File: src/rtl/stf_pkg.sv
// Shared constants and state types of the shadow task file block.
// Assumes one 100 MHz clock and a host register port on that clock.
package stf_pkg;
    // ------------------------------------------------------------
    // Register port addresses
    // ------------------------------------------------------------
    localparam logic [3:0] ADR_FAIL = 4'h1;   // Read failure_cause, write features.
    localparam logic [3:0] ADR_COUNT = 4'h2;  // Sector count.
    localparam logic [3:0] ADR_LOW = 4'h3;    // Low address byte.
    localparam logic [3:0] ADR_MID = 4'h4;    // Mid address byte.
    localparam logic [3:0] ADR_HIGH = 4'h5;   // High address byte.
    localparam logic [3:0] ADR_UNIT = 4'h6;   // unit_and_head_select.
    localparam logic [3:0] ADR_CMD = 4'h7;    // Read drive_condition, write command.
    localparam logic [3:0] ADR_CTRL = 4'h8;   // Write drive_control, read alternate condition.
    // ------------------------------------------------------------
    // Field positions
    // ------------------------------------------------------------
    localparam int CTL_UPPER_BYTE_READBACK = 7;
    localparam int CTL_SOFT_RESET_HOLD = 2;
    localparam int CTL_HOST_IRQ_DISABLE = 1;
    localparam int UNIT_LBA_MODE = 6;
    localparam int UNIT_CHOICE = 4;
    localparam logic [7:0] FAIL_MASK = 8'hd7;  // Bits 5 and 3 always read zero.
    localparam int FAIL_COMMAND_ABORTED = 2;
    // ------------------------------------------------------------
    // Values after reset and fixed values
    // ------------------------------------------------------------
    localparam logic [7:0] UNIT_RESET = 8'h00;
    localparam logic [7:0] CTRL_RESET = 8'h00;
    localparam logic [7:0] FAIL_RESET = 8'h00;
    localparam logic UNIT_ID = 1'b0;           // This drive answers as unit 0.
    localparam logic [7:0] FRAME_PIO_SETUP = 8'h34;
    localparam logic [7:0] FRAME_DMA_ACTIVATE = 8'h39;
    localparam int FRAME_IRQ_BIT = 14;
    localparam logic [2:0] LEN_PIO_SETUP = 3'h5;
    localparam logic [2:0] LEN_DMA_ACTIVATE = 3'h1;
    localparam logic [16:0] COUNT_ZERO_28 = 17'h00100;  // 256 sectors.
    localparam logic [16:0] COUNT_ZERO_48 = 17'h10000;  // 65,536 sectors.
    // ------------------------------------------------------------
    // State types
    // ------------------------------------------------------------
    typedef struct packed {
        logic busy;
        logic ready;
        logic fault;
        logic transfer_request_flag;
        logic err;
        logic irq;
        logic [7:0] ctrl;
        logic [7:0] unitHead;
        logic [7:0] failReg;
        logic [7:0] cmd;
        logic cmdGo;
        logic [7:0] rdata;
    } stf_core_s;
    typedef struct packed {
        logic [7:0] latest;
        logic [7:0] prev;
    } stf_hist_s;
    typedef struct packed {
        logic active;
        logic [2:0] left;
        logic [159:0] words;
    } stf_frame_s;
endpackage

File: src/rtl/stf_hist_byte.sv
// Byte register that keeps its latest and its previous write.
// Assumes write and load strobes are one-cycle pulses on clk.
`timescale 1ns/100ps
module stf_hist_byte
    import stf_pkg::*;
(
    input wire logic clk,
    input wire logic sys_rst,
    input wire logic hostWrite,
    input wire logic [7:0] hostData,
    input wire logic load,
    input wire logic [7:0] loadLatest,
    input wire logic [7:0] loadPrev,
    output logic [7:0] latest,
    output logic [7:0] prev
);
    // ------------------------------------------------------------
    // State
    // ------------------------------------------------------------
    stf_hist_s st;       // Registered copy.
    stf_hist_s next_st;  // Next copy.

    // A host write pushes the old byte down; a device load replaces both,
    // and wins because it reports the finished command.
    always_comb begin
        next_st = st;
        if (load) begin
            next_st.latest = loadLatest;
            next_st.prev = loadPrev;
        end else if (hostWrite) begin
            next_st.prev = st.latest;
            next_st.latest = hostData;
        end
    end

    // Synchronous reset to zero.
    always_ff @(posedge clk) begin
        if (sys_rst) begin
            st <= '0;
        end else begin
            st <= next_st;
        end
    end

    assign latest = st.latest;
    assign prev = st.prev;
endmodule

File: src/rtl/stf_frame_tx.sv
// Sends a frame of up to five dwords, lowest dword first.
// Assumes the link layer takes a dword when valid and ready are both high.
`timescale 1ns/100ps
module stf_frame_tx
    import stf_pkg::*;
(
    input wire logic clk,
    input wire logic sys_rst,
    input wire logic start,
    input wire logic [2:0] length,
    input wire logic [159:0] words,
    output logic frameBusy,
    output logic [31:0] fisWord,
    output logic fisValid,
    output logic fisLast,
    input wire logic fisReady
);
    // ------------------------------------------------------------
    // State
    // ------------------------------------------------------------
    stf_frame_s st;       // Registered copy.
    stf_frame_s next_st;  // Next copy.

    // Start is honoured only when idle; the caller watches frameBusy.
    always_comb begin
        next_st = st;
        if (!st.active) begin
            if (start) begin
                next_st.active = 1'b1;
                next_st.left = length;
                next_st.words = words;
            end
        end else if (fisReady) begin
            next_st.words = {32'h0, st.words[159:32]};
            next_st.left = st.left - 3'h1;
            next_st.active = (st.left != 3'h1);
        end
    end

    // Synchronous reset.
    always_ff @(posedge clk) begin
        if (sys_rst) begin
            st <= '0;
        end else begin
            st <= next_st;
        end
    end

    assign frameBusy = st.active;
    assign fisValid = st.active;
    assign fisWord = st.words[31:0];
    assign fisLast = st.active && (st.left == 3'h1);
endmodule

File: src/rtl/stf_task_file.sv
// Device-side shadow task file: host register port, status and error
// reporting, interrupt line and the device-to-host frame builder.
// Assumes the command engine and link layer run on the same clock.
//
// How it works
// - Write DMA: send one-dword activate frame 39h.
// - PIO setup frame carries status, counts, address.
// - Command register write starts execution immediately.
// - Command-block writes clear upper byte readback.
// - Soft reset hold keeps device occupied.
// - Interrupt only when enabled and unit selected.
// - Irq disable still sets frame interrupt flag.
// - Bit 6 picks CHS or block addressing.
// - Low nibble holds address bits 24-27.
// - Failure cause bit layout, bits 5,3 zero.
// - Rejected commands set command aborted.
// - High register rewritten with bits 16-23.
// - Mid register: bits 8-15, previous 32-39.
// - Low register: bits 0-7, previous 24-31.
// - Zero count means 256 or 65,536.
// - Count zero on success, else remaining.
// - Status updated on error and completion.
// - Status read acknowledges pending interrupt.
// - While occupied, reads return status; command-block writes ignored.
// - Accepting commands only when device is able.
// - Write fault flag cleared by status read.
// - Error bit set on failure, cleared next command.
`timescale 1ns/100ps
module stf_task_file
    import stf_pkg::*;
(
    input wire logic clk,
    input wire logic sys_rst,
    input wire logic [3:0] regAddr,
    input wire logic regWrite,
    input wire logic regRead,
    input wire logic [7:0] regWdata,
    output logic [7:0] regRdata,
    output logic host_irq_line,
    output logic cmdStart,
    output logic [7:0] cmdCode,
    output logic [47:0] requestLba,
    output logic [15:0] requestFeatures,
    output logic lbaMode,
    output logic [16:0] sectorTotal,
    input wire logic cmdIs48,
    input wire logic deviceAble,
    input wire logic drqSet,
    input wire logic drqClear,
    input wire logic writeFaultEvent,
    input wire logic doneStrobe,
    input wire logic doneOk,
    input wire logic [7:0] doneFail,
    input wire logic [15:0] doneRemaining,
    input wire logic [47:0] doneLba,
    input wire logic sendPioSetup,
    input wire logic [15:0] pioXferCount,
    input wire logic sendDmaActivate,
    output logic frameBusy,
    output logic [31:0] fisWord,
    output logic fisValid,
    output logic fisLast,
    input wire logic fisReady
);
    // ------------------------------------------------------------
    // State and decode
    // ------------------------------------------------------------
    stf_core_s st;            // Registered copy of all core state.
    stf_core_s next_st;       // Next copy.
    logic [7:0] status;       // drive_condition as the host sees it.
    logic wrAny;              // Host write that is not ignored.
    logic cmdBlockWrite;      // Write to any command-block register.
    logic cmdAccept;          // Command write that starts execution.
    logic cmdReject;          // Command write refused by own state.
    logic statusRead;         // Host read of the condition register.
    logic [4:0][7:0] latestB; // Latest bytes: count, low, mid, high, features.
    logic [4:0][7:0] prevB;   // Previous bytes of the same.
    logic [4:0][7:0] loadL;   // Completion values for latest bytes.
    logic [4:0][7:0] loadP;   // Completion values for previous bytes.
    logic [4:0] hostWr;       // Per-byte host write strobes.
    logic [159:0] frameWords; // Frame image handed to the sender.
    logic [2:0] frameLen;     // Dword count of that frame.
    logic irqFlag;            // The I bit placed in PIO setup frames.

    // Seek-complete follows ready; corrected and index read zero.
    assign status = {st.busy, st.ready, st.fault, st.ready, st.transfer_request_flag, 2'b00, st.err};

    // While occupied, command-block writes are dropped; control always lands.
    assign wrAny = regWrite && (!st.busy || regAddr == ADR_CTRL);
    assign cmdBlockWrite = wrAny && (regAddr != ADR_CTRL);
    assign statusRead = regRead && (regAddr == ADR_CMD);
    assign cmdAccept = cmdBlockWrite && (regAddr == ADR_CMD) && st.ready && !st.transfer_request_flag;
    assign cmdReject = cmdBlockWrite && (regAddr == ADR_CMD) && !(st.ready && !st.transfer_request_flag);

    // ------------------------------------------------------------
    // Address and count byte pairs
    // ------------------------------------------------------------
    // Completion images: the device writes back where it stopped.
    always_comb begin
        loadL[0] = doneOk ? 8'h00 : doneRemaining[7:0];
        loadP[0] = doneOk ? 8'h00 : doneRemaining[15:8];
        loadL[1] = doneLba[7:0];
        loadP[1] = doneLba[31:24];
        loadL[2] = doneLba[15:8];
        loadP[2] = doneLba[39:32];
        loadL[3] = doneLba[23:16];
        loadP[3] = doneLba[47:40];
        loadL[4] = latestB[4];
        loadP[4] = prevB[4];
    end

    // Count, low, mid and high sit at consecutive addresses; features last.
    genvar gi;
    generate
        for (gi = 0; gi < 5; gi++) begin : g_byte
            if (gi < 4) begin : g_addr
                assign hostWr[gi] = cmdBlockWrite && (regAddr == ADR_COUNT + 4'(gi));
            end else begin : g_feat
                assign hostWr[gi] = cmdBlockWrite && (regAddr == ADR_FAIL);
            end
            stf_hist_byte u_byte (
                .clk(clk),
                .sys_rst(sys_rst),
                .hostWrite(hostWr[gi]),
                .hostData(regWdata),
                .load(doneStrobe && (gi < 4)),
                .loadLatest(loadL[gi]),
                .loadPrev(loadP[gi]),
                .latest(latestB[gi]),
                .prev(prevB[gi])
            );
        end
    endgenerate

    // Block address as the command engine sees it; CHS reuses the same bytes.
    assign requestLba = {prevB[3], prevB[2], prevB[1], latestB[3], latestB[2], latestB[1]};
    assign requestFeatures = {prevB[4], latestB[4]};
    assign lbaMode = st.unitHead[UNIT_LBA_MODE];

    // A zero count stands for a full count of the addressing width.
    always_comb begin
        if (cmdIs48) begin
            sectorTotal = ({prevB[0], latestB[0]} == 16'h0) ? COUNT_ZERO_48 : {1'b0, prevB[0], latestB[0]};
        end else begin
            sectorTotal = (latestB[0] == 8'h0) ? COUNT_ZERO_28 : {9'h0, latestB[0]};
        end
    end

    // ------------------------------------------------------------
    // Core state update
    // ------------------------------------------------------------
    // Events that set a flag are applied after the clears, so a set that
    // meets an acknowledge in the same cycle survives.
    always_comb begin
        next_st = st;
        next_st.cmdGo = 1'b0;
        next_st.ready = deviceAble && !st.ctrl[CTL_SOFT_RESET_HOLD];
        if (cmdBlockWrite) begin
            next_st.ctrl[CTL_UPPER_BYTE_READBACK] = 1'b0;
        end
        if (wrAny && regAddr == ADR_CTRL) begin
            next_st.ctrl = regWdata & 8'h86;
        end
        if (cmdBlockWrite && regAddr == ADR_UNIT) begin
            next_st.unitHead = regWdata;
        end
        if (statusRead) begin
            next_st.irq = 1'b0;
            next_st.fault = 1'b0;
        end
        if (drqClear) begin
            next_st.transfer_request_flag = 1'b0;
        end
        if (drqSet) begin
            next_st.transfer_request_flag = 1'b1;
        end
        if (cmdAccept) begin
            next_st.cmd = regWdata;
            next_st.cmdGo = 1'b1;
            next_st.busy = 1'b1;
            next_st.err = 1'b0;
            next_st.failReg = FAIL_RESET;
        end
        if (cmdReject) begin
            next_st.err = 1'b1;
            next_st.failReg = FAIL_RESET;
            next_st.failReg[FAIL_COMMAND_ABORTED] = 1'b1;
            next_st.irq = 1'b1;
        end
        if (doneStrobe) begin
            next_st.busy = 1'b0;
            next_st.transfer_request_flag = 1'b0;
            next_st.err = !doneOk;
            next_st.failReg = doneOk ? FAIL_RESET : (doneFail & FAIL_MASK);
            next_st.irq = 1'b1;
            if (st.unitHead[UNIT_LBA_MODE]) begin
                next_st.unitHead[3:0] = doneLba[27:24];
            end
        end
        if (writeFaultEvent) begin
            next_st.fault = 1'b1;
            next_st.irq = 1'b1;
        end
        if (st.ctrl[CTL_SOFT_RESET_HOLD]) begin
            // Held in reset: nothing pending, no transfer. Occupied while the bit
            // stays set; the write that clears it frees the device at once, so a
            // command cut short by the reset cannot leave the device stuck busy.
            next_st.busy = next_st.ctrl[CTL_SOFT_RESET_HOLD];
            next_st.transfer_request_flag = 1'b0;
            next_st.irq = 1'b0;
            next_st.cmdGo = 1'b0;
        end
        // Read data: while occupied every address returns the condition byte.
        if (st.busy) begin
            next_st.rdata = status;
        end else begin
            case (regAddr)
                ADR_FAIL: next_st.rdata = st.failReg;
                ADR_COUNT: next_st.rdata = st.ctrl[7] ? prevB[0] : latestB[0];
                ADR_LOW: next_st.rdata = st.ctrl[7] ? prevB[1] : latestB[1];
                ADR_MID: next_st.rdata = st.ctrl[7] ? prevB[2] : latestB[2];
                ADR_HIGH: next_st.rdata = st.ctrl[7] ? prevB[3] : latestB[3];
                ADR_UNIT: next_st.rdata = st.unitHead;
                ADR_CMD: next_st.rdata = status;
                ADR_CTRL: next_st.rdata = status;
                default: next_st.rdata = 8'h00;
            endcase
        end
        if (st.cmdGo) begin
            next_st.cmd = st.cmd;
        end
    end

    // Synchronous reset: not ready and not occupied until the engine says so.
    always_ff @(posedge clk) begin
        if (sys_rst) begin
            st <= '0;
            st.ctrl <= CTRL_RESET;
            st.unitHead <= UNIT_RESET;
            st.failReg <= FAIL_RESET;
        end else begin
            st <= next_st;
        end
    end

    // The line is a gate on the pending flag, so disabling it loses nothing.
    assign host_irq_line = st.irq && !st.ctrl[CTL_HOST_IRQ_DISABLE] && (st.unitHead[UNIT_CHOICE] == UNIT_ID);
    assign regRdata = st.rdata;
    assign cmdStart = st.cmdGo;
    assign cmdCode = st.cmd;

    // ------------------------------------------------------------
    // Outgoing frames
    // ------------------------------------------------------------
    assign irqFlag = st.irq || st.ctrl[CTL_HOST_IRQ_DISABLE];

    // PIO setup wins when both are asked in one cycle; the activate is dropped.
    always_comb begin
        frameWords = '0;
        frameLen = LEN_DMA_ACTIVATE;
        if (sendPioSetup) begin
            frameLen = LEN_PIO_SETUP;
            frameWords[7:0] = FRAME_PIO_SETUP;
            frameWords[FRAME_IRQ_BIT] = irqFlag;
            frameWords[23:16] = status;
            frameWords[31:24] = st.failReg;
            frameWords[63:32] = {st.unitHead, latestB[3], latestB[2], latestB[1]};
            frameWords[87:64] = {prevB[3], prevB[2], prevB[1]};
            frameWords[111:96] = {prevB[0], latestB[0]};
            frameWords[127:120] = {1'b0, status[6:4], 1'b0, status[2:0]};
            frameWords[143:128] = pioXferCount;
        end else begin
            frameWords[7:0] = FRAME_DMA_ACTIVATE;
        end
    end

    stf_frame_tx u_frame (
        .clk(clk),
        .sys_rst(sys_rst),
        .start(sendPioSetup || sendDmaActivate),
        .length(frameLen),
        .words(frameWords),
        .frameBusy(frameBusy),
        .fisWord(fisWord),
        .fisValid(fisValid),
        .fisLast(fisLast),
        .fisReady(fisReady)
    );

    // ------------------------------------------------------------
    // Checks
    // ------------------------------------------------------------
    // Busy is asked for only while the hold bit still stands a cycle later:
    // the host may set and clear it back to back, and the clear frees the device.
    hold_busy_a: assert property (@(posedge clk) disable iff (sys_rst)
        st.ctrl[CTL_SOFT_RESET_HOLD] |=> (st.busy || !st.ctrl[CTL_SOFT_RESET_HOLD]))
        else $error("busy dropped during soft reset hold");
    hob_clear_a: assert property (@(posedge clk) disable iff (sys_rst)
        cmdBlockWrite |=> !st.ctrl[CTL_UPPER_BYTE_READBACK])
        else $error("readback select survived a command-block write");
    irq_gate_a: assert property (@(posedge clk) disable iff (sys_rst)
        host_irq_line |-> (st.irq && !st.ctrl[1] && st.unitHead[4] == UNIT_ID))
        else $error("interrupt line while disabled or unselected");
    irq_ack_a: assert property (@(posedge clk) disable iff (sys_rst)
        (statusRead && !doneStrobe && !cmdReject && !writeFaultEvent) |=> !host_irq_line)
        else $error("status read did not clear pending interrupt");
    cmd_start_a: assert property (@(posedge clk) disable iff (sys_rst)
        cmdAccept |=> (cmdStart && cmdCode == $past(regWdata) && !st.err) ##1 !cmdStart)
        else $error("command write did not start exactly once");
    count_done_a: assert property (@(posedge clk) disable iff (sys_rst)
        (doneStrobe && doneOk) |=> (latestB[0] == 8'h00 && !st.err && st.irq))
        else $error("count not zero after successful completion");
    busy_read_a: assert property (@(posedge clk) disable iff (sys_rst)
        (st.busy && regRead) |=> regRdata == $past(status))
        else $error("read while occupied did not return status");
    // A status read in the same cycle as the fault must not hide it.
    fault_set_a: assert property (@(posedge clk) disable iff (sys_rst)
        writeFaultEvent |=> st.fault)
        else $error("write fault not flagged");
    abort_set_a: assert property (@(posedge clk) disable iff (sys_rst)
        cmdReject |=> (st.err && st.failReg[FAIL_COMMAND_ABORTED]))
        else $error("rejected command not marked aborted");
    // Ready may only follow the engine one cycle late, never lead it.
    ready_gate_a: assert property (@(posedge clk) disable iff (sys_rst)
        !deviceAble |=> !st.ready)
        else $error("ready raised while the engine cannot accept");
    fail_layout_a: assert property (@(posedge clk) disable iff (sys_rst)
        (st.failReg & ~FAIL_MASK) == 8'h00)
        else $error("reserved failure cause bits set");
    // The activate frame is a single dword holding nothing but its type code.
    activate_frame_a: assert property (@(posedge clk) disable iff (sys_rst)
        (sendDmaActivate && !sendPioSetup && !frameBusy) |=>
        (fisValid && fisLast && fisWord == {24'h000000, FRAME_DMA_ACTIVATE}))
        else $error("activate frame malformed");
    // With the line disabled the frame flag must still be raised.
    frame_irq_a: assert property (@(posedge clk) disable iff (sys_rst)
        (sendPioSetup && !frameBusy && st.ctrl[CTL_HOST_IRQ_DISABLE]) |=> fisWord[FRAME_IRQ_BIT])
        else $error("interrupt flag missing from setup frame");
endmodule

File: config.mk
export PLATFORM = sky130hd
export DESIGN_NAME = stf_task_file
export DESIGN_NICKNAME = d
export VERILOG_FILES = /design/src/rtl/stf_pkg.sv /design/src/rtl/stf_hist_byte.sv /design/src/rtl/stf_frame_tx.sv /design/src/rtl/stf_task_file.sv
export SDC_FILE = /design/constraint.sdc
export NUM_CORES = 1
export LEC_CHECK = 0
export ABC_AREA = 1
export BUFFER_PORTS_ARGS = -buffer_cell sky130_fd_sc_hd__buf_4
export CAP_MARGIN = 30
export CORE_AREA = 5 5 198 200
export CTS_BUF_LIST = sky130_fd_sc_hd__clkbuf_2 sky130_fd_sc_hd__clkbuf_4 sky130_fd_sc_hd__clkbuf_8
export CTS_CLUSTER_DIAMETER = 120
export DETAILED_ROUTE_END_ITERATION = 8
export DIE_AREA = 0 0 203 205
export HOLD_SLACK_MARGIN = 0.05
export PLACE_DENSITY = 0.65
export SLEW_MARGIN = 20
export SYNTH_ARGS = -nofsm -noshare
export SYNTH_HDL_FRONTEND = slang
export SYNTH_HIERARCHICAL = 1
export SYNTH_SLANG_ARGS = --single-unit
export TNS_END_PERCENT = 5
File: constraint.sdc
create_clock -name clk -period 2.3 [get_ports clk]
set_input_delay 0.115 -clock clk [delete_from_list [all_inputs] [get_ports clk]]
set_output_delay 0.115 -clock clk [all_outputs]
set_load 0.05 [all_outputs]
* After elaboration in Yosys (flattened, before gate mapping)
Index checks and enable logic that the tools add are counted.
W data, S select, Z words.
** Storage, ports and cells
- Word-level logic and storage cells :: 138
- Register bits after elaboration :: 286
- Output and inout port bits :: 135
** Cells by class
- Bitwise gates (word level) :: 2
- Muxes and demuxes :: 47
- $add $sub $neg :: 1
- Equal/unequal tests :: 12
- Reductions and logical operators :: 47
** Operators by type and width (number)
- $mux W164 :: 3
- $mux W16 :: 9
- $mux W8 :: 10
- $mux W72 :: 1
- $pmux W8 S7 :: 1
- $mux W17 :: 3
- $mux W24 :: 1
- $logic_and A1 B1 Y1 :: 19
- $eq A4 B3 Y1 const B :: 4
- $logic_not A16 Y1 :: 1
- $reduce_bool A2 Y1 :: 8
- $mux W12 :: 1
- $mux W4 :: 3
- $mux W1 :: 11
- $mux W9 :: 1
- $eq A4 B2 Y1 const B :: 2
- $logic_not A8 Y1 :: 1
- $logic_not A1 Y1 :: 6
- $reduce_bool A3 Y1 :: 2
- $reduce_or A2 Y1 :: 3
- $eq A4 B1 Y1 const B :: 1
- $eq A4 B4 Y1 const B :: 1
- $mux W2 :: 2
- $ne A4 B4 Y1 const B :: 1
- other kinds (10) :: 14

* Depth between registers and ports, before layout
Gate-level depths: netlist (run 1).
- Depth after elaboration :: 11
- Depth in mapped cells :: 13
- Gate-level depth less buffers :: 10

* Modules after synthesis
The synthesis (run 1) kept the hierarchy.
** By module, submodules not included
- stf_frame_tx :: cells each 1324, times used 1, area each 8579.5 µm², seq. area each 3283.1 µm²
- stf_hist_byte :: cells each 127, times used 5, area each 819.5 µm², seq. area each 320.3 µm²
- stf_task_file :: cells each 751, times used 1, area each 3866.2 µm², seq. area each 800.8 µm²

* Least setup slack after synthesis (run 1)
OpenSTA, ideal clock, no wires.
- Kind :: register to output
- Start point :: reg u_frame.st, in the netlist u_frame/fisValid
- End point :: out fisLast
- Data required time :: 2.185 ns
- Cell stages (with the launch flop) :: 4
- Buffers on the path :: 1
- Path slack :: 0.615 ns
- Arrival time :: 1.570 ns
- Cell sequence :: dfxtp_1 > buf_6 > inv_2 > nor2_1
** Between the ends
- Cells in the longest elaborated chain, start to end :: 1
** Ends and longest elaborated chain
- from (decl) :: RTL line stf_frame_tx.sv:21 : stf_frame_s st;
- from (signal assigned) :: RTL line stf_frame_tx.sv:45 : st <= next_st;
- $logic_and A1 B1 Y1 :: RTL line stf_frame_tx.sv:52 : assign fisLast = st.active && (st.left == 3'h1);
- to (decl) :: RTL line stf_task_file.sv:62 : output logic fisLast,
Every way passes these cells.

==> results of run 1 <==
## power by group through the flow
stage | clock network [mW] | logic, mW | registers [mW]
finish | 5.40 | 2.31 | 5.38
detailed placement | 0 | 2.09 | 5.48
floorplan | 0 | 1.36 | 5.57
CTS | 5.50 | 2.28 | 5.37
global route | 5.73 | 2.52 | 5.40
global placement | 0 | 2.07 | 5.47
## synthesized netlist by cell type, drive strengths merged
master	instances
nand2	756
nor2	489
inv	420
dfxtp	284
nand3	278
a21oi	206
buf	169
clkbuf	46
o21ai	37
nand4	8
nor3	6
a21boi	2
conb	2
ha	2
nor4	2
a211oi	1
or2	1
xor2	1
## layer usage
layer / wire length [um] / part of all wire, % / up-vias
met5: 0 / 0 / -
li1: - / - / 8685
met3: 3657 / 6.6 / 109
met2: 25880 / 47 / 624
met1: 24100 / 43 / 7914
met4: 1805 / 3.3 / 0
## logic make-up (layout without fill, tap and decap cells)
family          after synthesis  after routing
simple gates               1540           1540
buf+inv                     635            926
flops                       284            284
compound gates              246            246
fa+ha+maj                     2              2
other cells                   2             55
xor+xnor                      1              1
## critical path, cell delays in order (launching register included)
cell           delay, ns
dfxtp_2             0.37
inv_2               0.07
nand2_2             0.08
a21oi_4             0.14
nand2_1             0.07
inv_1               0.05
buf_4               0.24
nor2_8              0.10
nand2_1             0.08
nand3_1             0.07
dlygate4sd3_1       0.57
nand2_1             0.06
inv_1               0.04
## path summary, 6_finish.rpt
| check | start | to | slack, ns |
|---|---|---|---|
| worst max register to register | st[46]$_SDFFE_PP0P_ | g_byte[2].u_byte/latest[5]$_SDFFE_PP0P_ | 0.21 |
| worst max-delay path | st[46]$_SDFFE_PP0P_ | g_byte[2].u_byte/latest[5]$_SDFFE_PP0P_ | 0.21 |
| worst min register to register | u_frame/st[133]$_SDFFE_PP0P_ | u_frame/st[133]$_SDFFE_PP0P_ | 0.46 |
| worst min-delay path | regAddr[3] | cmdStart$_SDFF_PP0_ | 0.11 |
## cell type report
class / count / area [um2] / share of cell area, %
Clock buffer: 80 / 1013 / 4.889
Clock inverter: 10 / 152.6 / 0.7363
Inverter: 420 / 1577 / 7.605
Multi-Input combinational cell: 1844 / 8102 / 39.08
Sequential cell: 284 / 5692 / 27.45
Tap cell: 474 / 593.1 / 2.861
Timing Repair Buffer: 416 / 3602 / 17.38
## registers in the layout (all words and copies together), names as in the netlist
register	flops
lbaMode	1
u_frame/fisWord	32
g_byte.u_byte/latest	40
u_frame/fisValid	1
u_frame/st	131
regRdata	8
cmdStart	1
g_byte.u_byte/prev	40
st	22
cmdCode	8
## metrics by stage
| stage | cell area, um2 | power, mW | std cells |
|---|---|---|---|
| after detailed placement | 18140 | 7.571 | 3295 |
| after floorplan | 16740 | 6.934 | 2763 |
| final | 20730 | 13.09 | 3528 |
| after CTS | 20700 | 13.16 | 3524 |
| after global routing | 20730 | 13.65 | 3528 |
| after global placement | 18140 | 7.542 | 3295 |
## what timing repair did
| item | in CTS | in global routing |
|---|---|---|
| endpoints found under the setup margin | 0 | 5 |
| setup buffers | 0 | 4 |
| gates resized for setup | 0 | 2 |
| hold endpoints to repair | 136 | 0 |
| hold buffers | 139 | 0 |
==> impl_results.md, run 1 <==
* Core Region at between 0.03 and 0.04 mm2
* Share of layout cells above drive strength 1 at roughly 15%
* Post-route ant nets at 0
* DRT Pass-1 Iters at 5
* Routed len/inst at about 16 um
* Met2 Use GR at between 40% and 50%
* Via-to-Cell Ratio at 4.913
* Crit Path Max Fanout at 17
* Wire length of the first global-routing pass at between 80000 and 90000 um
* CTS tree: yes
* Met1 GRT Util at between 30% and 40%
* Switching share of power at between 20 and 30%
* Gr busiest metal: met2
* Nets@finish at between 3000 and 4000
* Flop pwr share at between 40% and 50%
* P&R area growth vs syn at 25.31%
* Die H at between 200 and 250 um
* Hold path cells at 6
* Worst Tran Pin Value at a little under 0.8 ns
* GR Util All Layers at 26.01%
* Row count at 71
* Top-area cell type share of the netlist area at 34.37%
* Logic pwr share at between 10% and 20%
* Setup TNS at 0 ns
* Most common cell after layout, fill and taps aside: nand2_1
* Crit Path Category: reg -> reg
* Commonest cells after routing, fill and taps aside: nand2_1 (750), nor2_1 (469), inv_1 (410)
* Endpoints failing setup at 0
* Number of I/O pins at about 250
* Clock Latency Late Sink at approximately 0.61 ns
* Fmax at 478.7 MHz
* Die area at around 0.042 mm2
* Min cycle time layout at 2.089 ns
* Tcrit/Tclk final at 90.82%
* Final HPWL DP at 37560 um
* Worst r2r path cells at 12
* Yosys top cell by area: dfxtp_1
* Top cells by area, synth: dfxtp_1 (34%), nand2_1 (17%), nor2_1 (11%), inv_1 (9.3%), nand3_1 (7.7%)
* GRT Residual Overflow at 0
* Worst hold path class: in -> reg
* Int Power at between 9 and 10 mW
* Crit end category: register
* Worst slew margin at around 48%
* Mapped Area at 0.01654 mm2
* Vias in the first global route at 16510
* P_sw at 3.911 mW
* Synth Area in Compound Gates at roughly 8.0%
* CTS buffer count at 51
* Main combinational cell family by area after synthesis: simple AND/OR/NAND/NOR gates
* Max VDD drop at 0.3777 mV
* Xor and xnor area share after synthesis at less than 1%
* Post-synthesis adder-cell area fraction at less than 1%
* Power Dens Cells at 631.2 mW/mm2
* CTS clk-pin slew, worst paths at approximately 0.06 ns
* Total wire length at around 55000 um
* Number of library cell types mapped by synthesis at 33
* Ys Warns at 6
* Largest net degree at the start of global routing at 103
* Clock tree root buffer cell: clkbuf_8
* DR DRC count at 0
* Final Hold Viols at 0
* Initial antenna violation count at 0
* Port bufs at between 200 and 250
* Synth Instances at ~2700
* Die Span X at 203 um
* Min setup slack post-route at roughly 0.21 ns
* Util after Layout at roughly 56%
* H-tree levels at 2
* Clock power share at 41.2%
* Slew Viols, Final at 0
* Clock Skews at approximately 0.028 ns
* Critical path startpoint category: register
* Vias post-DR at between 15000 and 20000
* Initial Utilization at ~44%
* Status: finished clean
* Fillers at roughly 3700
* 1st-iter DRT viols at roughly 1500
* Final hold slack at ~0.11 ns
* CTS sink count at between 200 and 300
* Required time worst endpoint at about 2.8 ns
* Post-synthesis mux area share at 0%
* Pre-CTS setup slack at about 0.41 ns
* Post-synthesis simple-gate area fraction at between 30% and 40%
* Yosys reg bits at approximately 280
* WP data arrival at about 2.6 ns
* Longest Clk Path Bufs at 3
* Max Cap Viol at 0
* Placer Congestion at roughly 0.91
* Avg Inst Size Synth at around 6.1 um2
* Pleak at slightly above 10 nW
* M3 GR Usage at under 10%
* Antenna diode count at 0
* Seq/Total Area, Yosys at 34.37%
* RSZ-0062 raised after global routing: false
Note: power is estimated with default switching activity, not from simulation.
==> run 2, diff against run 1 <==
--- a/config.mk
+++ b/config.mk
@@ -8,11 +8,11 @@
 export ABC_AREA = 1
 export BUFFER_PORTS_ARGS = -buffer_cell sky130_fd_sc_hd__buf_4
 export CAP_MARGIN = 30
-export CORE_AREA = 5 5 198 200
+export CORE_AREA = 4 4 197 199
 export CTS_BUF_LIST = sky130_fd_sc_hd__clkbuf_2 sky130_fd_sc_hd__clkbuf_4 sky130_fd_sc_hd__clkbuf_8
 export CTS_CLUSTER_DIAMETER = 120
 export DETAILED_ROUTE_END_ITERATION = 8
-export DIE_AREA = 0 0 203 205
+export DIE_AREA = 0 0 201 203
 export HOLD_SLACK_MARGIN = 0.05
 export PLACE_DENSITY = 0.65
 export SLEW_MARGIN = 20
==> run 2 against run 1 <==
Utilization increased by 0.12 points. Design area increased by 0.21%. Register-to-register slack got worse by 0.16 ns. Clock skew is 0.0093 ns lower. Final cell count rose by 0.23%. Sequential power about the same. Combinational power hardly changed. Critical path type unchanged. Critical endpoint is now g_byte[1].u_byte/latest[3]$_SDFFE_PP0P_. Largest cell class unchanged. Largest power group unchanged.
==> impl_results.md, run 2 (synthesized netlist as in run 1, its figures left out) <==
* Status: finished clean (unchanged)
* Antenna diode count at 0 (unchanged)
* GRT Residual Overflow at 0 (unchanged)
* Fmax at 445.1 MHz (was 478.7 MHz)
* Worst Tran Pin Value at 0.8109 ns (was 0.7777 ns)
* Fillers at 3757 (was 3650)
* DRT Pass-1 Iters at 5 (unchanged)
* Largest net degree at the start of global routing at 132 (was 103)
* Min cycle time layout at 2.247 ns (was 2.089 ns)
* Pleak at 10.14 nW (was 10.12 nW)
* Slowest cell on crit path: dlygate4sd3_1 (unchanged)
* P&R area growth vs syn at 25.58% (was 25.31%)
* Power Dens Cells at 634.9 mW/mm2 (was 631.2 mW/mm2)
* CP max stage delay at 0.55 ns (was 0.57 ns)
* GR Util All Layers at 26.15% (was 26.01%)
* Slew Viols, Final at 0 (unchanged)
* Met1 GRT Util at 34.51% (was 34.60%)
* Final HPWL DP at 37980 um (was 37560 um)
* Port bufs at 246 (unchanged)
* Crit end category: register (unchanged)
* Die H at 203 um (was 205 um)
* Wire length of the first global-routing pass at 87790 um (was 87990 um)
* Critical path startpoint category: register (unchanged)
* Max VDD drop at 0.3788 mV (was 0.3777 mV)
* Area of the multi-input gates at 0.008104 mm2 (was 0.008102 mm2)
* Family with the most delay on the worst path: buffers and inverters (unchanged)
* Post-route ant nets at 0 (unchanged)
* Number of I/O pins at 249 (unchanged)
* Max Cap Viol at 0 (unchanged)
* Top reg by flops: u_frame/st (unchanged)
* CP most frequent cell: nand2_1 (unchanged)
* Tcrit/Tclk final at 97.69% (was 90.82%)
* Worst slew margin at 45.81% (was 48.03%)
* Cells along the critical path: inv_2, nand2_2, a21oi_4, inv_1, nor3_2, buf_6, nand2_1, nand2_1, nand2_1, a21oi_1, dlygate4sd3_1 (was inv_2, nand2_2, a21oi_4, nand2_1, inv_1, buf_4, nor2_8, nand2_1, nand3_1, dlygate4sd3_1, nand2_1, inv_1)
* Gr busiest metal: met2 (unchanged)
* Worst hold path class: in -> reg (unchanged)
* Hold path cells at 4 (was 6)
* R2R Path End: g_byte[1].u_byte/latest[3]$_SDFFE_PP0P_ (was g_byte[2].u_byte/latest[5]$_SDFFE_PP0P_)
* Row count at 71 (unchanged)
* M3 GR Usage at 3.993% (was 3.958%)
* Total wire length at 55180 um (was 55450 um)
* Vias post-DR at 17240 (was 17330)
* Util after Layout at 55.81% (was 55.70%)
* Vias in the first global route at 16620 (was 16510)
* Critical path buffers and inverters at 4 (was 5)
* Core Region at 0.03722 mm2 (unchanged)
* Clock Skews at 0.01822 ns (was 0.02753 ns)
* Clock tree root buffer cell: clkbuf_8 (unchanged)
* Longest Clk Path Bufs at 3 (unchanged)
* Crit Path Max Fanout at 17 (unchanged)
* Commonest cells after routing, fill and taps aside: nand2_1 (749), nor2_1 (469), inv_1 (409) (was nand2_1 (750), nor2_1 (469), inv_1 (410))
* Clock Latency Late Sink at 0.59 ns (was 0.61 ns)
* Initial Utilization at 44.45% (unchanged)
* Most common cell after layout, fill and taps aside: nand2_1 (unchanged)
* Setup TNS at 0 ns (unchanged)
* PnR Total Power at 13.19 mW (was 13.09 mW)
* Nets@finish at 3135 (was 3133)
* CTS clk-pin slew, worst paths at 0.06 ns (about the same)
* Placer Congestion at 0.9749 (was 0.9081)
* Worst r2r path cells at 11 (was 12)
* H-tree levels at 2 (unchanged)
* DR DRC count at 0 (unchanged)
* R2r startpoint: st[46]$_SDFFE_PP0P_ (unchanged)
* 1st-iter DRT viols at 1432 (was 1493)
* Worst hold path startpoint: sendDmaActivate (was regAddr[3])
* Die Span X at 201 um (was 203 um)
* Met2 Use GR at 44.39% (was 43.15%)
* Endpoints failing setup at 0 (unchanged)
* WP data arrival at 2.77 ns (was 2.58 ns)
* Worst reg2reg setup slack at 0.05 ns (was 0.21 ns)
* CTS sink count at 284 (unchanged)
* Die area at 0.04080 mm2 (was 0.04162 mm2)
* Crit Path Category: reg -> reg (unchanged)
* Reg area at 0.005690 mm2 (was 0.005692 mm2)
* WP depth at 11 (was 12)
* CTS buffer count at 51 (unchanged)
* Final Hold Viols at 0 (unchanged)
* Share of layout cells above drive strength 1 at 15.15% (was 14.87%)
* Max reg flops at 131 (unchanged)
* RSZ-0062 raised after global routing: true (was false)
* Via-to-Cell Ratio at 4.876 (was 4.913)
* CTS tree: yes (unchanged)
* Routed len/inst at 15.60 um (was 15.72 um)
* Initial antenna violation count at 0 (unchanged)
* Hold EP: u_frame/fisValid$_SDFF_PP0_ (was cmdStart$_SDFF_PP0_)
* Required time worst endpoint at 2.83 ns (was 2.79 ns)
==> run 2: cell count changes in the layout (fill, tap and decap cells not counted), sizes merged <==
cell | previous run | this run
buf | 277 | 280
dlymetal6s4s | 1 | 0
clkinv | 5 | 7
clkbuf | 80 | 85
bufinv | 4 | 3
==> run 2: worst max path at each step <==
stage	start	endpoint	slack (ns)
6_report	st[46]$_SDFFE_PP0P_	g_byte[1].u_byte/latest[3]$_SDFFE_PP0P_	0.05
5_1_grt	st[46]$_SDFFE_PP0P_	g_byte[3].u_byte/latest[4]$_SDFFE_PP0P_	-0.03
4_1_cts	st[46]$_SDFFE_PP0P_	g_byte[1].u_byte/latest[1]$_SDFFE_PP0P_	0.03
3_5_place_dp	st[46]$_SDFFE_PP0P_	g_byte[0].u_byte/prev[4]$_SDFFE_PP0P_	0.42
3_3_place_gp	regAddr[0]	g_byte[2].u_byte/prev[5]$_SDFFE_PP0P_	0.44
2_1_floorplan	u_frame/fisValid$_SDFF_PP0_	fisLast	0.62
==> run 2: layer usage <==
metal / vias up / wire length (um) / part of all wire (%)
li1: 8698 / - / -
met3: 106 / 3385 / 6.1
met5: - / 0 / 0
met1: 7851 / 24300 / 44
met2: 586 / 25820 / 47
met4: 0 / 1671 / 3.0
==> run 2: tightest hold or removal path, delay by kind of cell <==
family / cells / cell delay (ns)
compound gates: 1 / 0.22
buf+inv: 2 / 0.15
simple gates: 1 / 0.12
==> run 2: through the flow <==
stage	cells	worst slack, ns	hold slack (ns)	cell area, um2
5_1_grt	3536	-0.03453	0.09579	20770
2_1_floorplan	2763	0.6152	0.1841	16740
6_report	3536	0.05316	0.06370	20770
3_5_place_dp	3300	0.4198	0.3754	18140
3_3_place_gp	3300	0.4415	0.3705	18140
4_1_cts	3534	0.02871	0.05197	20750
==> run 2: cell type report <==
class | count | share of cell area (%)
inverter | 420 | 7.607
multi-input combinational | 1844 | 39.01
timing repair buffer | 418 | 17.24
sequential | 284 | 27.39
tap | 474 | 2.855
clock buffer | 85 | 5.240
clock inverter | 11 | 0.6565
==> run 2: timing repair <==
action	in CTS	in global routing
buffers inserted	0	2
hold buffers	138	0
endpoints found under the hold margin	137	0
gates resized for setup	0	4
endpoints found under the setup margin	0	15
==> run 2: where the power goes <==
part	switching [mW]	leakage (nW)	internal [mW]	total (mW)
logic	1.51	7.16	0.803	2.31
registers	0.237	2.32	5.14	5.37
clock network	2.17	0.653	3.33	5.50
total	3.92	10.1	9.27	13.2
==> run 3, diff against run 2 <==
--- a/config.mk
+++ b/config.mk
@@ -8,16 +8,15 @@
 export ABC_AREA = 1
 export BUFFER_PORTS_ARGS = -buffer_cell sky130_fd_sc_hd__buf_4
 export CAP_MARGIN = 30
-export CORE_AREA = 4 4 197 199
+export CORE_AREA = 4 4 165 167
 export CTS_BUF_LIST = sky130_fd_sc_hd__clkbuf_2 sky130_fd_sc_hd__clkbuf_4 sky130_fd_sc_hd__clkbuf_8
 export CTS_CLUSTER_DIAMETER = 120
 export DETAILED_ROUTE_END_ITERATION = 8
-export DIE_AREA = 0 0 201 203
+export DIE_AREA = 0 0 169 171
 export HOLD_SLACK_MARGIN = 0.05
-export PLACE_DENSITY = 0.65
+export PLACE_DENSITY = 0.67
 export SLEW_MARGIN = 20
 export SYNTH_ARGS = -nofsm -noshare
 export SYNTH_HDL_FRONTEND = slang
-export SYNTH_HIERARCHICAL = 1
 export SYNTH_SLANG_ARGS = --single-unit
 export TNS_END_PERCENT = 5
==> run 3 against run 2 <==
Register-to-register slack gained 0.32 ns. Design area shrank 26%. Worst hold slack gained 0.025 ns. Global-route usage grew 1.8 points. Worst setup slack gained 0.29 ns. Non-clock buffer count shrank 27. Utilization grew 3.7 points. Clock power shrank 19%. First-iteration DRC count shrank 3.6%. Synthesized cell count shrank 38%. Critical endpoint is now sectorTotal[16].
==> impl_results.md, run 3 <==
* Synth top cells by count: nand2_1 (574), dfxtp_1 (252), a21oi_1 (154) (was nand2_1 (750), nor2_1 (469), inv_1 (410))
* Syn_nets at 1796
* Setup TNS at 0 ns (unchanged)
* Met2 Use GR at 43.40% (was 44.39%)
* M3 GR Usage at 4.806% (was 3.993%)
* Critical path startpoint category: register (unchanged)
* Crit Path Category: reg -> out (was reg -> reg)
* Switching share of power at 29.62% (was 29.74%)
* Design Area, Final at 0.01533 mm2 (was 0.02077 mm2)
* Non-filler instance count after layout at 2331 (was 3536)
* Crit Path Max Fanout at 4 (was 17)
* Die area at 0.02890 mm2 (was 0.04080 mm2)
* Power Dens Cells at 722.3 mW/mm2 (was 634.9 mW/mm2)
* CTS tree: yes (unchanged)
* Reg area at 0.005045 mm2 (was 0.005690 mm2)
* Hold EP: g_byte[1].u_byte.latest[4]$_SDFFE_PP0P_ (was u_frame/fisValid$_SDFF_PP0_)
* Clock Skews at 0.02213 ns (was 0.01822 ns)
* RSZ-0062 raised after global routing: false (was true)
* Tcrit/Tclk final at 84.97% (was 97.69%)
* Vias post-DR at 12290 (was 17240)
* Wire length of the first global-routing pass at 64010 um (was 87790 um)
* Most common cell after layout, fill and taps aside: nand2_1 (unchanged)
* Nets@finish at 2077 (was 3135)
* Share of layout cells above drive strength 1 at 19.25% (was 15.15%)
* Slew Viols, Final at 0 (unchanged)
* Final HPWL DP at 28940 um (was 37980 um)
* Met1 GRT Util at 38.84% (was 34.51%)
* DRT Pass-1 Iters at 6 (was 5)
* Post-CTS setup buffer count at 0 (unchanged)
* CTS buffer count at 44 (was 51)
* Hold path cells at 3 (was 4)
* Via-to-Cell Ratio at 5.274 (was 4.876)
* Logic pwr share at 16.8% (was 17.5%)
* Worst hold path class: in -> reg (unchanged)
* R2r startpoint: st[46]$_SDFFE_PP0P_ (unchanged)
* Most numerous cell in the Yosys netlist: nand2_1 (unchanged)
* Die Span X at 169 um (was 201 um)
* DR DRC count at 0 (unchanged)
* Row count at 59 (was 71)
* Core Region at 0.02576 mm2 (was 0.03722 mm2)
* Routed len/inst at 18.01 um (was 15.60 um)
* Clock Latency Late Sink at 0.56 ns (was 0.59 ns)
* R2R Path End: st[25]$_SDFF_PP0_ (was g_byte[1].u_byte/latest[3]$_SDFFE_PP0P_)
* Top reg by flops: u_frame.st (was u_frame/st)
* Synth Instances at 1680 (was 2710)
* Max Cap Viol at 0 (unchanged)
* Commonest cells after routing, fill and taps aside: nand2_1 (574), buf_4 (272), dfxtp_1 (252) (was nand2_1 (749), nor2_1 (469), inv_1 (409))
* Worst r2r path cells at 9 (was 11)
* WP data arrival at 1.84 ns (was 2.77 ns)
* Post-cts resize count at 0 (unchanged)
* Status: finished clean (unchanged)
* Ys Warns at 0 (was 6)
* 1st-iter DRT viols at 1381 (was 1432)
* Initial antenna violation count at 1 (was 0)
* CTS clk-pin slew, worst paths at 0.06 ns (about the same)
* Flop pwr share at 42.9% (was 40.7%)
* P_sw at 3.280 mW (was 3.922 mW)
* Worst hold path startpoint: doneStrobe (was sendDmaActivate)
* CTS Hold Buffers Added at 112 (was 138)
* Port bufs at 246 (unchanged)
* Yosys top cell by area: dfxtp_1 (unchanged)
* Worst reg2reg setup slack at 0.37 ns (was 0.05 ns)
* Top cells by area, synth: dfxtp_1 (44%), nand2_1 (19%), a21oi_1 (6.7%), nor2_1 (5.0%), o21ai_0 (3.8%) (was dfxtp_1 (34%), nand2_1 (17%), nor2_1 (11%), inv_1 (9.3%), nand3_1 (7.7%))
* Number of library cell types mapped by synthesis at 31 (was 33)
* Crit end category: output port (was register)
* Required time worst endpoint at 2.18 ns (was 2.83 ns)
* Cell Area, Placed at 0.01324 mm2 (was 0.01814 mm2)
* Avg Inst Size Synth at 6.825 um2 (was 6.105 um2)
* Most common flop cell mapped by yosys: dfxtp_1 (unchanged)
* CTS sink count at 252 (was 284)
* Mapped Area at 0.01147 mm2 (was 0.01654 mm2)
* Vias in the first global route at 11460 (was 16620)
* Final Hold Viols at 0 (unchanged)
* Largest net degree at the start of global routing at 178 (was 132)
* Max reg flops at 99 (was 131)
* Int Power at 7.794 mW (was 9.269 mW)
* Post-synthesis async set-or-reset flop share at 0% (unchanged)
* Min cycle time layout at 1.954 ns (was 2.247 ns)
* Seq/Total Area, Yosys at 44.00% (was 34.37%)
* Pleak at 6.611 nW (was 10.14 nW)
* Top-area cell type share of the netlist area at 44.00% (was 34.37%)
* Initial Utilization at 44.50% (was 44.45%)
* Worst slew margin at 46.80% (was 45.81%)
* Placer Congestion at 0.9381 (was 0.9749)
* PnR Total Power at 11.07 mW (was 13.19 mW)
* Fillers at 2444 (was 3757)
* Gr busiest metal: met2 (unchanged)
* Clock tree root buffer cell: clkbuf_8 (unchanged)
* Post-route ant nets at 0 (unchanged)
* GRT Residual Overflow at 0 (unchanged)
* Inst Count DP at 2138 (was 3300)
* Number of I/O pins at 249 (unchanged)
* Post-synth EDFFs at 0 (unchanged)
* H-tree levels at 2 (unchanged)
* Area of the multi-input gates at 0.005210 mm2 (was 0.008104 mm2)
* Fmax at 511.7 MHz (was 445.1 MHz)
* Final hold slack at 0.08887 ns (was 0.06370 ns)
* Clock power share at 40.3% (was 41.7%)
* Worst Tran Pin Value at 0.7981 ns (was 0.8109 ns)
* Max VDD drop at 0.4439 mV (was 0.3788 mV)
* Total wire length at 41980 um (was 55180 um)
* GR Util All Layers at 27.94% (was 26.15%)
* Yosys reg bits at 252 (was 284)
* Endpoints failing setup at 0 (unchanged)
* P&R area growth vs syn at 33.72% (was 25.58%)
* Die H at 171 um (was 203 um)
* Longest Clk Path Bufs at 3 (unchanged)
[run 3: worst max-delay path by stage]
stage	from	end	slack, ns	cells after the start
floorplan	u_frame.fisValid$_SDFF_PP0_	u_frame.st[38]$_SDFFE_PP0P_	0.52	6
global placement	u_frame.fisValid$_SDFF_PP0_	u_frame.st[84]$_SDFFE_PP0P_	0.58	5
detailed placement	u_frame.fisValid$_SDFF_PP0_	u_frame.st[84]$_SDFFE_PP0P_	0.56	5
CTS	g_byte[0].u_byte.latest[0]$_SDFFE_PP0P_	sectorTotal[16]	0.35	6
global route	st[46]$_SDFFE_PP0P_	st[28]$_SDFF_PP0_	0.21	9
finish	g_byte[0].u_byte.latest[0]$_SDFFE_PP0P_	sectorTotal[16]	0.35	6
[run 3: critical path, cell delays in order (launching register included)]
cell and delay (ns):
dfxtp_1 0.43, inv_1 0.16, nand4_1 0.09, nor2_1 0.18, nand3_1 0.10, nor2_1 0.10, buf_4 0.21
[run 3: power by group through the flow]
stage	Sequential, mW	Clock (mW)	Combinational (mW)
global placement	4.83	0	1.67
CTS	4.74	4.51	1.84
global route	4.77	4.71	1.99
floorplan	4.96	0	0.907
finish	4.75	4.46	1.86
detailed placement	4.84	0	1.69
[run 3: metal layers]
layer	vias to the layer above	part of all wire [%]	routed length (um)
li1	5946	-	-
met1	5648	43	17890
met2	590	45	18790
met3	110	8.6	3614
met4	0	4.0	1682
met5	-	0	0
[run 3: cells by family (layout without fill, tap and decap cells)]
logic type               after synthesis  in the layout  synth area share (%)
buffers and inverters                258            573                 10.63
flip-flops                           252            252                 44.00
AND/OR/NAND/NOR                      830            830                 28.79
adder cells (fa/ha/maj)                2              2                0.2182
other                                  0              1                     0
AO/OA/AOI/OAI                        337            337                 16.27
multiplexers                           1              1               0.09820
[run 3: area by class of cell]
cell class / count / area share (%)
Antenna cell: 1 / 0.01632
Clock inverter: 8 / 0.4652
Timing Repair Buffer: 391 / 21.54
Sequential cell: 252 / 32.90
Clock buffer: 72 / 5.851
Inverter: 102 / 2.505
Multi-Input combinational cell: 1170 / 33.98
Tap cell: 335 / 2.734
[run 3: through the flow]
| step | setup WS, ns | util (%) |
|---|---|---|
| 2_1_floorplan | 0.5241 | - |
| 3_3_place_gp | 0.5835 | 51.39 |
| 3_5_place_dp | 0.5616 | 51.39 |
| 4_1_cts | 0.3493 | 59.50 |
| 5_1_grt | 0.2122 | 59.51 |
| 6_report | 0.3457 | 59.51 |
